<file path="config.mk">
export PLATFORM = sky130hd
export DESIGN_NAME = sdbr_regs
export DESIGN_NICKNAME = d
export VERILOG_FILES = /design/src/rtl/sdbr_pkg.sv /design/src/rtl/sdbr_regs.sv
export SDC_FILE = /design/constraint.sdc
export NUM_CORES = 1
export LEC_CHECK = 0
export BUFFER_PORTS_ARGS = -buffer_cell sky130_fd_sc_hd__clkbuf_2
export CAP_MARGIN = 40
export CORE_ASPECT_RATIO = 0.7
export CORE_MARGIN = 5
export CORE_UTILIZATION = 45
export DETAILED_ROUTE_END_ITERATION = 10
export PLACE_DENSITY = 0.72
export SLEW_MARGIN = 5
export SYNTH_ARGS = -nofsm -noshare
export SYNTH_HDL_FRONTEND = slang
export SYNTH_SLANG_ARGS = --single-unit
export TNS_END_PERCENT = 100
</file>
<file path="constraint.sdc">
create_clock -name CORE_CLK_IN -period 10.9 [get_ports CORE_CLK_IN]
set_clock_uncertainty 0.15 [all_clocks]
set_input_delay 1.09 -clock CORE_CLK_IN [delete_from_list [all_inputs] [get_ports CORE_CLK_IN]]
set_output_delay 1.09 -clock CORE_CLK_IN [all_outputs]
set_load 0.1 [all_outputs]
</file>
<file path="src/rtl/sdbr_pkg.sv">
// Purpose: constants for the synthesizer buffering and sync delay register slice
// Assumes: APB with 32-bit data, 16-bit registers in the low half of each word
// Notes:   printed offsets are register indices; byte address is four times index
package sdbr_pkg;
   // ----------------------------------------------------------------
   // register indices and address width
   // ----------------------------------------------------------------
   localparam logic [7:0]  IDX_BUF_CTRL    = 8'h3e;
   localparam logic [7:0]  IDX_ZERO_A      = 8'h3f;
   localparam logic [7:0]  IDX_VALUE_A     = 8'h40;
   localparam logic [7:0]  IDX_ZERO_B      = 8'h41;
   localparam logic [7:0]  IDX_VALUE_B     = 8'h42;
   localparam logic [7:0]  IDX_ZERO_C      = 8'h43;
   localparam logic [7:0]  IDX_VALUE_C     = 8'h44;
   localparam logic [7:0]  IDX_DLY_HIGH    = 8'h45;
   localparam logic [7:0]  IDX_DLY_LOW     = 8'h46;
   localparam logic [7:0]  IDX_SW_CTRL     = 8'h50;
   localparam logic [7:0]  IDX_STAGE       = 8'h51;
   localparam logic [7:0]  IDX_ACTIVE      = 8'h52;
   localparam logic [7:0]  IDX_STATUS      = 8'h53;
   localparam int          ADDR_W          = 10;
   // ----------------------------------------------------------------
   // field positions
   // ----------------------------------------------------------------
   localparam int          BIT_MOD_ORDER   = 15;
   localparam int          BIT_FRAC_NUM    = 14;
   localparam int          BIT_INT_DIV     = 13;
   localparam int          BIT_REF_DIVS    = 12;
   localparam int          BIT_REF_MULT    = 11;
   localparam int          BIT_REF_DBL     = 10;
   localparam int          BIT_SW_RESET    = 0;
   localparam int          BIT_COMMIT      = 1;
   localparam int          BIT_CAL_DIV_LO  = 4;
   localparam int          NUM_FUNCS       = 6;
   // ----------------------------------------------------------------
   // reset values
   // ----------------------------------------------------------------
   localparam logic [15:0] RST_BUF_CTRL    = 16'h00af;
   localparam logic [15:0] RST_ZERO        = 16'h0000;
   localparam logic [15:0] RST_VALUE_A     = 16'h1388;
   localparam logic [15:0] RST_VALUE_B     = 16'h01f4;
   localparam logic [15:0] RST_VALUE_C     = 16'h03e8;
   localparam logic [15:0] RST_DLY_HIGH    = 16'h0000;
   localparam logic [15:0] RST_DLY_LOW     = 16'hc350;
   localparam logic [2:0]  RST_CAL_DIV     = 3'h0;
   // sync counter states
   typedef enum logic [1:0] {
      SDBR_IDLE  = 2'b00,
      SDBR_COUNT = 2'b01,
      SDBR_DONE  = 2'b10
   } sdbr_sync_e;
endpackage : sdbr_pkg

</file>
<file path="src/rtl/sdbr_regs.sv">
// Purpose: buffering-control, fixed-value and sync delay registers over APB
// Assumes: single clock, APB slave answering with zero wait states
// Notes:   settings arrive one function at a time through a staging register
//
// Chosen here: register access over APB.
`timescale 1ns/10ps
`default_nettype none
module sdbr_regs (
   // clock and reset
   input  wire logic                             CORE_CLK_IN,
   input  wire logic                             NRST_IN,
   // apb slave
   input  wire logic                             PSEL_IN,
   input  wire logic                             PENABLE_IN,
   input  wire logic                             PWRITE_IN,
   input  wire logic [sdbr_pkg::ADDR_W-1:0]      PADDR_IN,
   input  wire logic [31:0]                      PWDATA_IN,
   output logic      [31:0]                      PRDATA_OUT,
   output logic                                  PREADY_OUT,
   output logic                                  PSLVERR_OUT,
   // phase sync request pin
   input  wire logic                             SYNC_PIN_IN,
   // active modulator order setting and sync release
   output logic      [15:0]                      ACTIVE_SEL_OUT,
   output logic                                  SYNC_RELEASE_OUT
);
   import sdbr_pkg::*;

   // ----------------------------------------------------------------
   // register map (byte address is four times the index)
   // ----------------------------------------------------------------
   // 0x0f8 buffering control: 15:10 enables, 9:0 fixed pattern
   // 0x0fc fixed zero a
   // 0x100 fixed value a
   // 0x104 fixed zero b
   // 0x108 fixed value b
   // 0x10c fixed zero c
   // 0x110 fixed value c
   // 0x114 sync delay count, upper half
   // 0x118 sync delay count, lower half
   // 0x140 control: 0 soft reset, 1 commit, 6:4 tick exponent
   // 0x144 staging: 18:16 function, 15:0 value; reads back the shadow
   // 0x148 active setting of the staged function
   // 0x14c status: 16 upper count busy, 9:8 sync state, 5:0 pending
   // functions: 0 modulator order, 1 fractional numerator,
   // 2 integer divider, 3 ref dividers, 4 ref multiplier, 5 doubler
   // every register reads in bits 15:0 with zeros above, except status
   // and staging; unmapped or misaligned places raise the error flag

   // ----------------------------------------------------------------
   // state
   // ----------------------------------------------------------------
   typedef struct packed {
      // software visible registers
      logic [15:0]                buf_ctrl;
      logic [15:0]                zero_a;
      logic [15:0]                value_a;
      logic [15:0]                zero_b;
      logic [15:0]                value_b;
      logic [15:0]                zero_c;
      logic [15:0]                value_c;
      logic [15:0]                dly_high;
      logic [15:0]                dly_low;
      // control fields
      logic [2:0]                 cal_div;
      logic [2:0]                 stage_sel;
      // double buffering per function
      logic [NUM_FUNCS-1:0][15:0] shadow;
      logic [NUM_FUNCS-1:0][15:0] active;
      logic [NUM_FUNCS-1:0]       pending;
      // phase sync delay
      sdbr_sync_e                 sync_state;
      logic [31:0]                dly_cnt;
      logic [7:0]                 tick_cnt;
      // pin synchroniser and edge history
      logic                       sync_m1;
      logic                       sync_m2;
      logic                       sync_prev;
      logic                       release_q;
      // read data fetched on the setup edge
      logic [31:0]                rdata;
   } sdbr_state_s;

   sdbr_state_s                cur;
   sdbr_state_s                next_st;
   logic                       wr_acc;
   logic                       rd_setup;
   logic [7:0]                 reg_idx;
   logic                       idx_ok;
   logic                       addr_ok;
   logic [NUM_FUNCS-1:0]       buf_en;
   logic [15:0]                wdata16;
   logic                       tick;
   logic [7:0]                 tick_last;
   logic                       sync_edge;
   logic                       cnt_busy;

   // ----------------------------------------------------------------
   // bus decode
   // ----------------------------------------------------------------
   // apb access phase completes in one cycle, no wait states
   // the slave never stalls, so ready is tied high; a refused access
   // still completes, with the error flag raised in its access phase
   // and any write data dropped
   // reads are fetched on the setup edge so that the data stands
   // through the whole access phase
   assign wr_acc      = PSEL_IN & PENABLE_IN & PWRITE_IN;
   assign rd_setup    = PSEL_IN & ~PENABLE_IN & ~PWRITE_IN;
   assign reg_idx     = PADDR_IN[ADDR_W-1:2];
   assign addr_ok     = (PADDR_IN[1:0] == 2'h0) & idx_ok;
   assign wdata16     = PWDATA_IN[15:0];
   assign PREADY_OUT  = 1'b1;
   assign PSLVERR_OUT = PSEL_IN & PENABLE_IN & ~addr_ok;
   assign PRDATA_OUT  = cur.rdata;

   // status and readback places are mapped, so reading them is no error
   // decode index to a mapped register
   always_comb begin
      case (reg_idx)
         IDX_BUF_CTRL, IDX_ZERO_A, IDX_VALUE_A, IDX_ZERO_B, IDX_VALUE_B,
         IDX_ZERO_C, IDX_VALUE_C, IDX_DLY_HIGH, IDX_DLY_LOW,
         IDX_SW_CTRL, IDX_STAGE, IDX_ACTIVE, IDX_STATUS: idx_ok = 1'b1;
         default: idx_ok = 1'b0;
      endcase
   end

   // ----------------------------------------------------------------
   // effective buffering enables
   // ----------------------------------------------------------------
   // index 0 modulator order ... index 5 reference doubler
   // the three reference path enables only count while the integer
   // divider enable is set; a reference enable alone lets those
   // settings apply at once
   assign buf_en[0] = cur.buf_ctrl[BIT_MOD_ORDER];
   assign buf_en[1] = cur.buf_ctrl[BIT_FRAC_NUM];
   assign buf_en[2] = cur.buf_ctrl[BIT_INT_DIV];
   assign buf_en[3] = cur.buf_ctrl[BIT_REF_DIVS] & cur.buf_ctrl[BIT_INT_DIV];
   assign buf_en[4] = cur.buf_ctrl[BIT_REF_MULT] & cur.buf_ctrl[BIT_INT_DIV];
   assign buf_en[5] = cur.buf_ctrl[BIT_REF_DBL] & cur.buf_ctrl[BIT_INT_DIV];

   // state machine clock tick every 2^cal_div core cycles
   // the compare is >= rather than ==: lowering the exponent while the
   // tick counter stands above the new limit must not let it run all
   // the way round its eight bits before the next tick
   assign tick_last = 8'((16'h1 << cur.cal_div) - 16'h1);
   assign tick      = (cur.tick_cnt >= tick_last);

   // rising edge of the synchronised pin; the history flop idles low
   // like the pin, so leaving reset gives no false edge
   assign sync_edge = cur.sync_m2 & ~cur.sync_prev;
   // upper half of the running count not yet drained, for status
   assign cnt_busy  = (cur.dly_cnt[31:16] != 16'h0);

   // ----------------------------------------------------------------
   // next state
   // ----------------------------------------------------------------
   always_comb begin
      next_st = cur;
      // synchroniser for the sync pin; the pin is asynchronous, so only
      // the second stage feeds any logic
      next_st.sync_m1   = SYNC_PIN_IN;
      next_st.sync_m2   = cur.sync_m1;
      next_st.sync_prev = cur.sync_m2;
      next_st.release_q = 1'b0;
      next_st.tick_cnt  = tick ? 8'h0 : 8'(cur.tick_cnt + 8'h1);

      // register writes
      // fixed-value registers keep whatever is written; holding them at
      // their required values is the duty of the host
      if (wr_acc & addr_ok) begin
         case (reg_idx)
            IDX_BUF_CTRL: next_st.buf_ctrl = wdata16;
            IDX_ZERO_A:   next_st.zero_a   = wdata16;
            IDX_VALUE_A:  next_st.value_a  = wdata16;
            IDX_ZERO_B:   next_st.zero_b   = wdata16;
            IDX_VALUE_B:  next_st.value_b  = wdata16;
            IDX_ZERO_C:   next_st.zero_c   = wdata16;
            IDX_VALUE_C:  next_st.value_c  = wdata16;
            IDX_DLY_HIGH: next_st.dly_high = wdata16;
            IDX_DLY_LOW:  next_st.dly_low  = wdata16;
            IDX_STAGE: begin
               // an index above five is kept for readback, stores nothing
               next_st.stage_sel = PWDATA_IN[18:16];
               if (PWDATA_IN[18:16] < 3'(NUM_FUNCS)) begin
                  // buffered function waits in its shadow, else applies now
                  if (buf_en[PWDATA_IN[18:16]]) begin
                     next_st.shadow[PWDATA_IN[18:16]]  = wdata16;
                     next_st.pending[PWDATA_IN[18:16]] = 1'b1;
                  end else begin
                     next_st.active[PWDATA_IN[18:16]]  = wdata16;
                  end
               end
            end
            IDX_SW_CTRL: begin
               // commit and soft reset in one write: shadows move first,
               // then the reset drops every pending flag
               next_st.cal_div = PWDATA_IN[BIT_CAL_DIV_LO+2:BIT_CAL_DIV_LO];
               if (PWDATA_IN[BIT_COMMIT]) begin
                  // commit moves every pending shadow to the active setting
                  for (int i = 0; i < NUM_FUNCS; i++) begin
                     if (cur.pending[i]) begin
                        next_st.active[i] = cur.shadow[i];
                     end
                  end
                  next_st.pending = '0;
               end
               if (PWDATA_IN[BIT_SW_RESET]) begin
                  // software reset restores the fixed-value registers
                  next_st.buf_ctrl = RST_BUF_CTRL;
                  next_st.zero_a   = RST_ZERO;
                  next_st.value_a  = RST_VALUE_A;
                  next_st.zero_b   = RST_ZERO;
                  next_st.value_b  = RST_VALUE_B;
                  next_st.zero_c   = RST_ZERO;
                  next_st.value_c  = RST_VALUE_C;
                  next_st.dly_high = RST_DLY_HIGH;
                  next_st.dly_low  = RST_DLY_LOW;
                  next_st.pending  = '0;
               end
            end
            default: ;
         endcase
      end

      // phase sync delay counter
      // a zero count releases three cycles after the edge is seen; an
      // edge that arrives while a delay runs is ignored, not queued
      case (cur.sync_state)
         SDBR_IDLE: begin
            if (sync_edge) begin
               next_st.dly_cnt    = {cur.dly_high, cur.dly_low};
               next_st.sync_state = SDBR_COUNT;
            end
         end
         SDBR_COUNT: begin
            if (cur.dly_cnt == 32'h0) begin
               next_st.sync_state = SDBR_DONE;
            end else if (tick) begin
               next_st.dly_cnt = cur.dly_cnt - 32'h1;
            end
         end
         SDBR_DONE: begin
            // one-cycle release pulse, then back to waiting for an edge
            next_st.release_q  = 1'b1;
            next_st.sync_state = SDBR_IDLE;
         end
         default: next_st.sync_state = SDBR_IDLE;
      endcase

      // read data captured in setup phase, valid during access; a
      // refused read fetches nothing, so its access phase returns zero
      next_st.rdata = 32'h0;
      if (rd_setup & addr_ok) begin
         case (reg_idx)
            IDX_BUF_CTRL: next_st.rdata = {16'h0, cur.buf_ctrl};
            IDX_ZERO_A:   next_st.rdata = {16'h0, cur.zero_a};
            IDX_VALUE_A:  next_st.rdata = {16'h0, cur.value_a};
            IDX_ZERO_B:   next_st.rdata = {16'h0, cur.zero_b};
            IDX_VALUE_B:  next_st.rdata = {16'h0, cur.value_b};
            IDX_ZERO_C:   next_st.rdata = {16'h0, cur.zero_c};
            IDX_VALUE_C:  next_st.rdata = {16'h0, cur.value_c};
            IDX_DLY_HIGH: next_st.rdata = {16'h0, cur.dly_high};
            IDX_DLY_LOW:  next_st.rdata = {16'h0, cur.dly_low};
            IDX_SW_CTRL:  next_st.rdata = {25'h0, cur.cal_div, 4'h0};
            IDX_STAGE:    next_st.rdata = {13'h0, cur.stage_sel,
                                           (cur.stage_sel < 3'(NUM_FUNCS)) ?
                                           cur.shadow[cur.stage_sel] : 16'h0};
            IDX_ACTIVE:   next_st.rdata = {16'h0,
                                           (cur.stage_sel < 3'(NUM_FUNCS)) ?
                                           cur.active[cur.stage_sel] : 16'h0};
            // status: 16 upper count busy, 9:8 sync state, 5:0 pending
            IDX_STATUS:   next_st.rdata = {15'h0, cnt_busy, 6'h0, cur.sync_state,
                                           2'h0, cur.pending};
            default:      next_st.rdata = 32'h0;
         endcase
      end
   end

   // active modulator order setting, straight from its register, so a
   // commit shows on the port at the edge that moves the shadow
   assign ACTIVE_SEL_OUT   = cur.active[0];
   assign SYNC_RELEASE_OUT = cur.release_q;

   // ----------------------------------------------------------------
   // state register
   // ----------------------------------------------------------------
   // the reset branch loads constants only; the shadows, active
   // settings, pending flags and counters all start from zero
   always_ff @(posedge CORE_CLK_IN or negedge NRST_IN) begin
      if (!NRST_IN) begin
         cur            <= '0;
         cur.buf_ctrl   <= RST_BUF_CTRL;
         cur.zero_a     <= RST_ZERO;
         cur.value_a    <= RST_VALUE_A;
         cur.zero_b     <= RST_ZERO;
         cur.value_b    <= RST_VALUE_B;
         cur.zero_c     <= RST_ZERO;
         cur.value_c    <= RST_VALUE_C;
         cur.dly_high   <= RST_DLY_HIGH;
         cur.dly_low    <= RST_DLY_LOW;
         cur.cal_div    <= RST_CAL_DIV;
         cur.sync_state <= SDBR_IDLE;
      end else begin
         cur <= next_st;
      end
   end

   // ----------------------------------------------------------------
   // limitations
   // ----------------------------------------------------------------
   // the delay counts ticks of 2^exponent core cycles; any divide of
   // the reference input ahead of this block is outside it
   // a full 32-bit count at the slowest tick outlasts any practical
   // run, so keep the upper half small when exercising the delay
   // choosing a delay of several loop lock times is left to the host
   // only the modulator order setting leaves as a port; the others
   // are seen through the active readback place
   // writes to the status and active readback places are accepted
   // without effect and raise no error
   // the fixed-value registers are storage only; nothing here checks
   // that the host has written the required patterns
   // a soft reset also restores both count halves and drops pending
   // shadows, but leaves the active settings as they were
endmodule : sdbr_regs
`default_nettype wire
</file>
# Word-level counts from Yosys, hierarchy flattened
# Cells that the tools add are included.
word_totals:
  regBits: 426
  latchBits: 0
  mem_bits_rw: 0
  romBits: 0
  output_inout_bits: 51
  wordCells: 175
  n_memories: 0
classes:
  add_sub_neg: 3
  multipliers: 0
  n_div: 0
  magnitude_cmp: 6
  n_eq_ne: 31
  shifts: 1
  muxes: 47
  bitwise: 17
  n_reduce_logical: 38
op_table:
  columns: ["operator", "count"]
  rows:
  - ["$pmux 16 s2", 9]
  - ["$pmux 19 s13", 1]
  - ["$mux 102", 2]
  - ["$pmux 102 s2", 1]
  - ["$bwmux 96", 2]
  - ["$mux 16", 11]
  - ["$mux 144", 1]
  - ["$bmux 16 s3", 2]
  - ["$mux 96", 1]
  - ["$eq 8x7->1 const B", 11]
  - ["$mux 32", 2]
  - ["$pmux 32 s2", 1]
  - ["$demux 16 s3", 1]
  - ["$reduce_and 6->1", 6]
  - ["$mux 34", 1]
  - ["$logic_not 32->1", 1]
  - ["$sub 32x1->32 const B", 1]
  - ["$ne 2x2->1 const B", 15]
  - ["$reduce_and 3->1", 9]
  - ["$reduce_bool 2->1", 11]
  - ["$mux 19", 1]
  - ["$eq 8x6->1 const B", 2]
  - ["$reduce_bool 16->1", 1]
  - ["$reduce_or 13->1", 1]
  - ["25 further kinds", 49]

# Depth between registers and ports, before layout
# Gate-level depths: netlist of the first run.
logic_depth:
  word_depth: 8
  depth_mapped: 17

# Worst setup path before layout of the first run
# No wires, ideal clock.
synth_timing:
  path_type: "input to output"
  startpoint: "in PADDR_IN[4] in the netlist's numbering"
  endpoint: "out PSLVERR_OUT"
  arrival_ns: 3.574
  setup_slack_ns: 6.086
  cell_stages: 8
  path_cell_list: "buf_2 -> or2_2 -> clkbuf_1 -> nor2_4 -> buf_6 -> o21ai_0 -> nand2_1 -> a21oi_1"
synth_between:
  elab_chain_len: 6
synth_rtl:
  columns: ["element", "line_no", "rtl"]
  rows:
  - ["start: declaration", "sdbr_regs.sv:16", "input wire logic [sdbr_pkg::ADDR_W-1:0] PADDR_IN,"]
  - ["$eq 8x7->1 or $eq 8x6->1 (tied branches)", "sdbr_regs.sv:119", "case (reg_idx)"]
  - ["$reduce_or 13->1 (*)", "sdbr_regs.sv:119", null]
  - ["$mux 1 (*)", "sdbr_regs.sv:119", null]
  - ["$and 1x1->1 (*)", "sdbr_regs.sv:110", "assign addr_ok = (PADDR_IN[1:0] == 2'h0) & idx_ok;"]
  - ["$not 1->1 (*)", "sdbr_regs.sv:113", "assign PSLVERR_OUT = PSEL_IN & PENABLE_IN & ~addr_ok;"]
  - ["$and 1x1->1 (*)", "sdbr_regs.sv:113", null]
  - ["end: declaration", "sdbr_regs.sv:20", "output logic PSLVERR_OUT,"]
# Mark *: on every way between the ends. The rest lies on a longest branch, timed or not.

# Worst setup path in the final report of the first run
layout_timing:
  startpoint: "in PADDR_IN[2] in the netlist's numbering"
  endpoint: "out PSLVERR_OUT"
# The elaborated chain is that of the path after synthesis.

==> impl_results.md, run 1 <==
- Max-slew violation count: 0
- Via count of the first global-routing pass: 17000
- Slowest cell on the critical path: buf_4
- CTS tree: done
- Worst Setup SP: PADDR_IN[2]
- Fin Hold WS: between 0.2 and 0.25 ns
- Endpoint class of the critical path: output port
- Initial core utilization: a little under half
- Mapped cell area: 21600 um2
- Postcts setup bufs: 0
- Final setup violation count: 0
- Largest net degree at the start of global routing: approximately 160
- Area Overhead vs Synth: 9.62%
- Die height: 193 um
- Path type of the worst setup path: input port to output port
- Post-DP HPWL: 44600 um
- Number of max-cap violations: 0
- Clk buf depth: 3
- Drt initial violations: about 2200
- Crit path launch type: input port
- # clock sinks: around 410
- CP cell instances: buf_2 -> buf_4 -> nor2b_1 -> o31a_1 -> and2_1 -> nand2_1 -> a21oi_1 -> clkbuf_2
- P_leak: around 10 nW
- Vias per cell: roughly 6.5
- I/O pin count: a little under 100
- Total global routing track utilization: 24.6%
- Worst Min Path Start: cur[35]
- CTS Hold Bufs: 0
- Gr ovfl total: 0
- Final hold violation count: 0
- Req. time, crit path: 9.66 ns
- First-pass DRT Iterations: 6
- Prevailing post-synth register cell: dfrtp_1
- Number of buffers added on ports: 71
- Layout cells sized above 1: 20.8%
- Initial antenna violation count: 2
- Max-slew headroom: between 30% and 40%
- Routed WL: around 66000 um
- Worst slack, placed: around 6 ns
- Placeable core area: ~48000 um2
- Final nets: between 2000 and 2500
- Die Footprint: approximately 53000 um2
- Unique masters post-synth: 87
- Vias: ~17000
- Worst-Margin Slew: between 0.9 and 1 ns
- Post-synth ARST share: 100%
- Max incr delay on CP: ~0.67 ns
- Rows: 67
- RR Startpoint: cur[281]
- First-pass GRT wire length: 102000 um
- Hold Path Class: register to register
- Setup TNS: 0 ns
- WL/cell: approximately 25 um
- Skew-Pair Late Insertion Delay: approximately 0.57 ns
- Commonest non-fill, non-tap cell in the layout: dfrtp_1
- Min cycle time layout: about 5.0 ns
- Sequential cell area fraction in the yosys report: 48.0%
- Post-synth EDFFs: 0
- Htree depth: 2
- Gpl congestion: 0.971
- DRC Markers: 0
- Post-Syn Instances: between 2000 and 2500
- Critical path peak fanout: between 50 and 60
- Setup ws final: just under 6 ns
- PwrDens: 147 nW/um2
- Worst vdd ir: between 0.09 and 0.1 mV
- Crit path DAT: approximately 3.7 ns
- CTS resizes: 0
- Fmax: just over 0.2 GHz
- Worst path bufs/invs: 3
- Die W: approximately 270 um
- Clock-pin slew on the worst setup and hold paths: approximately 0.06 ns
- Filler Cells Inserted: slightly above 4000
- TritonCTS Buffers: between 40 and 50
- Status: finished clean
- Commonest cells after routing, fill and taps aside: dfrtp_1 (383), nand2_1 (234), o21ai_0 (169), a21oi_1 (142), a22o_1 (113)
- Yosys warns: 0
- CP delay by family, top: buffers and inverters
- RSZ-0062 raised after global routing: no
- Clk root buf: clkbuf_16
- Period utilisation layout: approximately 46%
- FF+latch count, synth: a little over 400
- Final antenna-violating net count: 0
- Syn_area_per_cell: ~11 um2
## Yosys cell counts, types with 6 or more instances
| master | n | area (um2) |
|---|---|---|
| a211oi_1 | 9 | 67.6 |
| a211oi_4 | 6 | 120 |
| a21oi_1 | 144 | 721 |
| a221o_1 | 8 | 80.1 |
| a221oi_1 | 10 | 87.6 |
| a22o_1 | 113 | 990 |
| a22oi_1 | 31 | 233 |
| a2bb2oi_1 | 8 | 70.1 |
| a31oi_1 | 14 | 87.6 |
| and3_1 | 75 | 469 |
| buf_1 | 16 | 60.1 |
| buf_2 | 24 | 120 |
| buf_4 | 54 | 405 |
| buf_8 | 6 | 90.1 |
| clkbuf_1 | 117 | 439 |
| dfrtp_1 | 384 | 9610 |
| dfstp_2 | 29 | 762 |
| ha_1 | 11 | 138 |
| inv_1 | 13 | 48.8 |
| mux2_2 | 65 | 732 |
| mux2_4 | 60 | 901 |
| mux2i_1 | 60 | 601 |
| mux4_2 | 33 | 743 |
| nand2_1 | 234 | 878 |
| nand2b_1 | 12 | 75.1 |
| nand3_1 | 38 | 190 |
| nand4_1 | 9 | 56.3 |
| nor2_1 | 57 | 214 |
| nor2b_1 | 10 | 62.6 |
| nor3_1 | 40 | 200 |
| o211ai_1 | 10 | 75.1 |
| o21a_1 | 14 | 105 |
| o21ai_0 | 169 | 846 |
| o22a_1 | 19 | 166 |
| o22ai_1 | 19 | 119 |
| or3_1 | 14 | 87.6 |
| or4_1 | 8 | 60.1 |
## metal layers
metal / wire length [um] / up-vias / track usage, %
li1: - / 7442 / -
met1: 28800 / 8715 / 37.2
met2: 27300 / 1051 / 33.6
met3: 8450 / 157 / 8.32
met4: 1600 / 4 / 6.21
met5: 145 / - / 1.91
## sequential cells by signal, summed over array words and instances, names as in the netlist
signal	cells
ACTIVE_SEL_OUT	16
SYNC_RELEASE_OUT	1
buf_en	3
PRDATA_OUT	19
cur	374
## worst paths after layout
| check | end | slack [ns] | depth (start not counted) |
|---|---|---|---|
| min in group asynchronous | ACTIVE_SEL_OUT[11] | 0.42 | 1 |
| max in group asynchronous | cur[364] | 7.94 | 4 |
| worst min-delay path | cur[34] | 0.20 | 0 |
| worst min register to register | cur[34] | 0.20 | 0 |
| worst max-delay path | PSLVERR_OUT | 5.93 | 8 |
| worst max register to register | cur[54] | 6.89 | 11 |
## logic make-up (layout without fill, tap and decap cells)
| family | after synthesis | count (layout) | synth area share, % |
|---|---|---|---|
| compound gates | 631 | 631 | 19.8 |
| xor+xnor | 8 | 8 | 0.324 |
| fa+ha+maj | 11 | 11 | 0.637 |
| buf+inv | 237 | 224 | 5.65 |
| flops | 413 | 413 | 48.0 |
| mux | 218 | 218 | 13.8 |
| other cells | 2 | 16 | 0.0348 |
| simple gates | 527 | 527 | 11.8 |
## worst reg2reg max path, cell delays in order (launching register included)
cell and delay [ns]:
dfrtp_1 0.46, or3_1 0.44, ha_1 0.28, xnor2_1 0.16, ha_1 0.20, a2111oi_0 0.65, o41ai_2 0.14, buf_4 0.21
a31oi_2 0.47, buf_4 0.35, o21ai_0 0.12, a221o_1 0.27
## where the power goes
group,internal (mW),total [mW],switching [mW]
combinational,0.106,0.353,0.247
clock,0.873,1.49,0.621
sequential,1.58,1.63,0.0562
## final cells by class
class / count / area [um2] / area share (%)
flip-flops and latches: 413 / 10400 / 43.8
multi-input cells: 1410 / 10100 / 42.8
clock buffers: 60 / 1220 / 5.15
repair buffers: 134 / 938 / 3.96
well taps: 621 / 777 / 3.28
clock inverters: 14 / 180 / 0.761
inverters: 16 / 60.1 / 0.254
diodes: 1 / 2.50 / 0.0106
## per-stage QoR
step,cell area (um2),power (mW),util [%],std cells
after floorplan,21700,1.88,-,2060
after detailed placement,22300,2.00,46.7,2594
after CTS,23700,3.49,49.7,2668
final,23700,3.48,49.7,2669
after global routing,23700,3.61,49.7,2669
after global placement,22100,1.98,46.3,2580
(Power assumes the default switching activity.)
==> inputs of run 2 (changes only) <==
==> constraint.sdc (replaced) <==
create_clock -name CORE_CLK_IN -period 4.8 [get_ports CORE_CLK_IN]
set_clock_uncertainty 0.15 [all_clocks]
set_input_delay 0.48 -clock CORE_CLK_IN [delete_from_list [all_inputs] [get_ports CORE_CLK_IN]]
set_output_delay 0.48 -clock CORE_CLK_IN [all_outputs]
set_load 0.1 [all_outputs]
==> run 2 against run 1 <==
  * Setup slack got worse by 5.2 ns
  * Critical path depth increased by 4
  * Worst hold slack improved by 0.00086 ns
  * Die area unchanged
  * Non-clock buffer count increased by 13
  * Flip-flop and latch count unchanged
  * Count of clock-buffer cells in the layout increased by 4
  * Sequential power increased by 130%
  * Global-route usage about the same
  * Clock power increased by 130%
==> impl_results.md, run 2 (synthesis gave the netlist of run 1 again) <==
- Die height: 193 um (unchanged)
- Path type of the worst setup path: register to register
- Sw Share: 26.8% (+0.24 points)
- Clk buf depth: 3 (unchanged)
- Final setup violation count: 0 (unchanged)
- Final hold violation count: 0 (unchanged)
- P_leak: 10.3 nW (+1.0%)
- Final nets: 2089 (+0.67%)
- RSZ-0062 raised after global routing: no
- I/O pin count: 99 (unchanged)
- Slowest cell on the critical path: o41ai_2
- Biggest register: cur
- Status: finished clean
- Clk pwr share: 43.2% (+0.3 points)
- Skew-Pair Late Insertion Delay: 0.57 ns (about the same)
- Critical path peak fanout: 13 (-77%)
- Number of buffers added on ports: 71 (unchanged)
- Post-DP HPWL: 45400 um (+1.9%)
- Multi-input gate area: 10100 um2 (about the same)
- Final Instance Area: 23900 um2 (+0.73%)
- Max incr delay on CP: 0.67 ns (about the same)
- Vias: 17300 (-0.55%)
- Max reg flops: 374 (unchanged)
- DRC Markers: 0 (unchanged)
- Min cycle time layout: ~4.1 ns
- P_int: 5.80 mW (+130%)
- Total global routing track utilization: 24.5% (-0.049 points)
- Clock-pin slew on the worst setup and hold paths: 0.06 ns (about the same)
- Gr ovfl total: 0 (unchanged)
- Postcts setup bufs: 0 (unchanged)
- Initial core utilization: 45.3% (unchanged)
- Placed cell areas: 22400 um2 (+0.56%)
- Endpoint class of the critical path: register
- Gpl congestion: 0.985 (+1.5%)
- Area Overhead vs Synth: 10.4%
- Clk root buf: clkbuf_16
- Via count of the first global-routing pass: 16700 (-1.8%)
- Die W: 272 um (unchanged)
- Commonest cells after routing, fill and taps aside: dfrtp_1 (383), nand2_1 (234), o21ai_0 (169), a21oi_1 (144), a22o_1 (113)
- Req. time, crit path: 5.14 ns (-4.52 ns)
- Routed WL: 66500 um (+0.17%)
- Initial antenna violation count: 1 (-1)
- Worst vdd ir: 0.212 mV (+120%)
- Psw: 2.12 mW (+130%)
- Die Footprint: 52600 um2 (unchanged)
- CTS tree: done
- CP delay by family, top: simple AND/OR/NAND/NOR gates
- Commonest non-fill, non-tap cell in the layout: dfrtp_1
- Vias per cell: 6.43 (-1.2%)
- Max-slew violation count: 0 (unchanged)
- TritonCTS Buffers: 42 (+2.4%)
- Layout cells sized above 1: 21.3% (+0.51 points)
- First-pass DRT Iterations: 8 (+2)
- Number of max-cap violations: 0 (unchanged)
- CP cell instances: or3_1 -> ha_1 -> xor2_1 -> nor2_1 -> a21oi_1 -> ha_1 -> nand2_1 -> o41ai_2 -> a31oi_2 -> buf_4 -> or4_1 -> nand3_1
- Worst-Margin Slew: 0.962 ns (-0.0191 ns)
- Crit path launch type: register
- Htree depth: 2 (unchanged)
- Hold Path Class: register to register
- Worst path bufs/invs: 1 (-2)
- # clock sinks: 413 (unchanged)
- CTS Hold Bufs: 2 (+2)
- Filler Cells Inserted: 4149 (-0.19%)
- Max-slew headroom: 35.8% (+1.3 points)
- Period utilisation layout: approximately 85%
- WL/cell: 24.7 um (-0.47%)
- Rows: 67 (unchanged)
- Sequential share of power: 46.8% (about the same)
- Crit path DAT: 4.43 ns (+0.70 ns)
- Setup TNS: 0 ns (unchanged)
- Final antenna-violating net count: 0 (unchanged)
- CP most frequent cell: ha_1
- Register area: 10400 um2 (unchanged)
- Fmax: around 0.24 GHz
- Drt initial violations: 2497 (+16%)
- First-pass GRT wire length: 103000 um (+0.17%)
- Largest net degree at the start of global routing: 125 (-21%)
- Placeable core area: 47700 um2 (unchanged)
- PwrDens: 332 nW/um2 (+130%)
- CTS resizes: 0 (unchanged)
- Fraction of power consumed by combinational cells: 10.0% (about the same)
run 2: metrics by stage:
| step | cells | setup slack (ns) | power (mW) | util, % | hold WS, ns |
|---|---|---|---|---|---|
| floorplan | 2060 | 1.16 | 4.26 | - | 0.0344 |
| global placement | 2590 | 0.716 | 4.51 | 46.6 | 0.189 |
| finish | 2686 | 0.716 | 7.92 | 50.0 | 0.202 |
| detailed placement | 2604 | 0.753 | 4.55 | 47.0 | 0.193 |
| global route | 2686 | 0.466 | 8.21 | 50.0 | 0.225 |
| CTS | 2684 | 0.724 | 7.95 | 50.0 | 0.207 |
run 2: layer usage:
layer | vias to the layer above | routed length, um | global-route usage (%)
li1 | 7469 | - | -
met1 | 8669 | 29200 | 38.0
met2 | 1020 | 27700 | 34.2
met3 | 116 | 8250 | 7.12
met4 | 0 | 1290 | 4.96
met5 | - | 0 | 0
run 2: worst register-to-register path, delay by kind of cell, from the launching register on:
| family | cells | cell delay (ns) |
|---|---|---|
| fa+ha+maj | 2 | 0.58 |
| simple gates | 5 | 1.20 |
| flops | 1 | 0.45 |
| compound gates | 3 | 1.15 |
| xor+xnor | 1 | 0.17 |
| buf+inv | 1 | 0.32 |
run 2: worst paths after layout:
kind | startpoint | to | slack [ns] | cells after the start
worst max-delay path | cur[281] | cur[57] | 0.72 | 12
worst min-delay path | cur[35] | cur[34] | 0.20 | 0
max in group asynchronous | NRST_IN | cur[375] | 2.90 | 3
worst max register to register | cur[281] | cur[57] | 0.72 | 12
min in group asynchronous | NRST_IN | cur[191] | 0.45 | 2
worst min register to register | cur[35] | cur[34] | 0.20 | 0
run 2: area by class of cell:
| class | count | area share [%] |
|---|---|---|
| well taps | 621 | 3.26 |
| diodes | 1 | 0.0105 |
| inverters | 16 | 0.252 |
| repair buffers | 147 | 4.55 |
| clock buffers | 64 | 5.25 |
| flip-flops and latches | 413 | 43.5 |
| clock inverters | 14 | 0.713 |
| multi-input cells | 1410 | 42.5 |
run 2: power groups by stage:
stage	registers [mW]	clock network, mW	logic, mW
finish	3.71	3.42	0.794
global route	3.72	3.60	0.882
CTS	3.70	3.46	0.785
detailed placement	3.77	0	0.781
global placement	3.76	0	0.753
floorplan	3.73	0	0.529
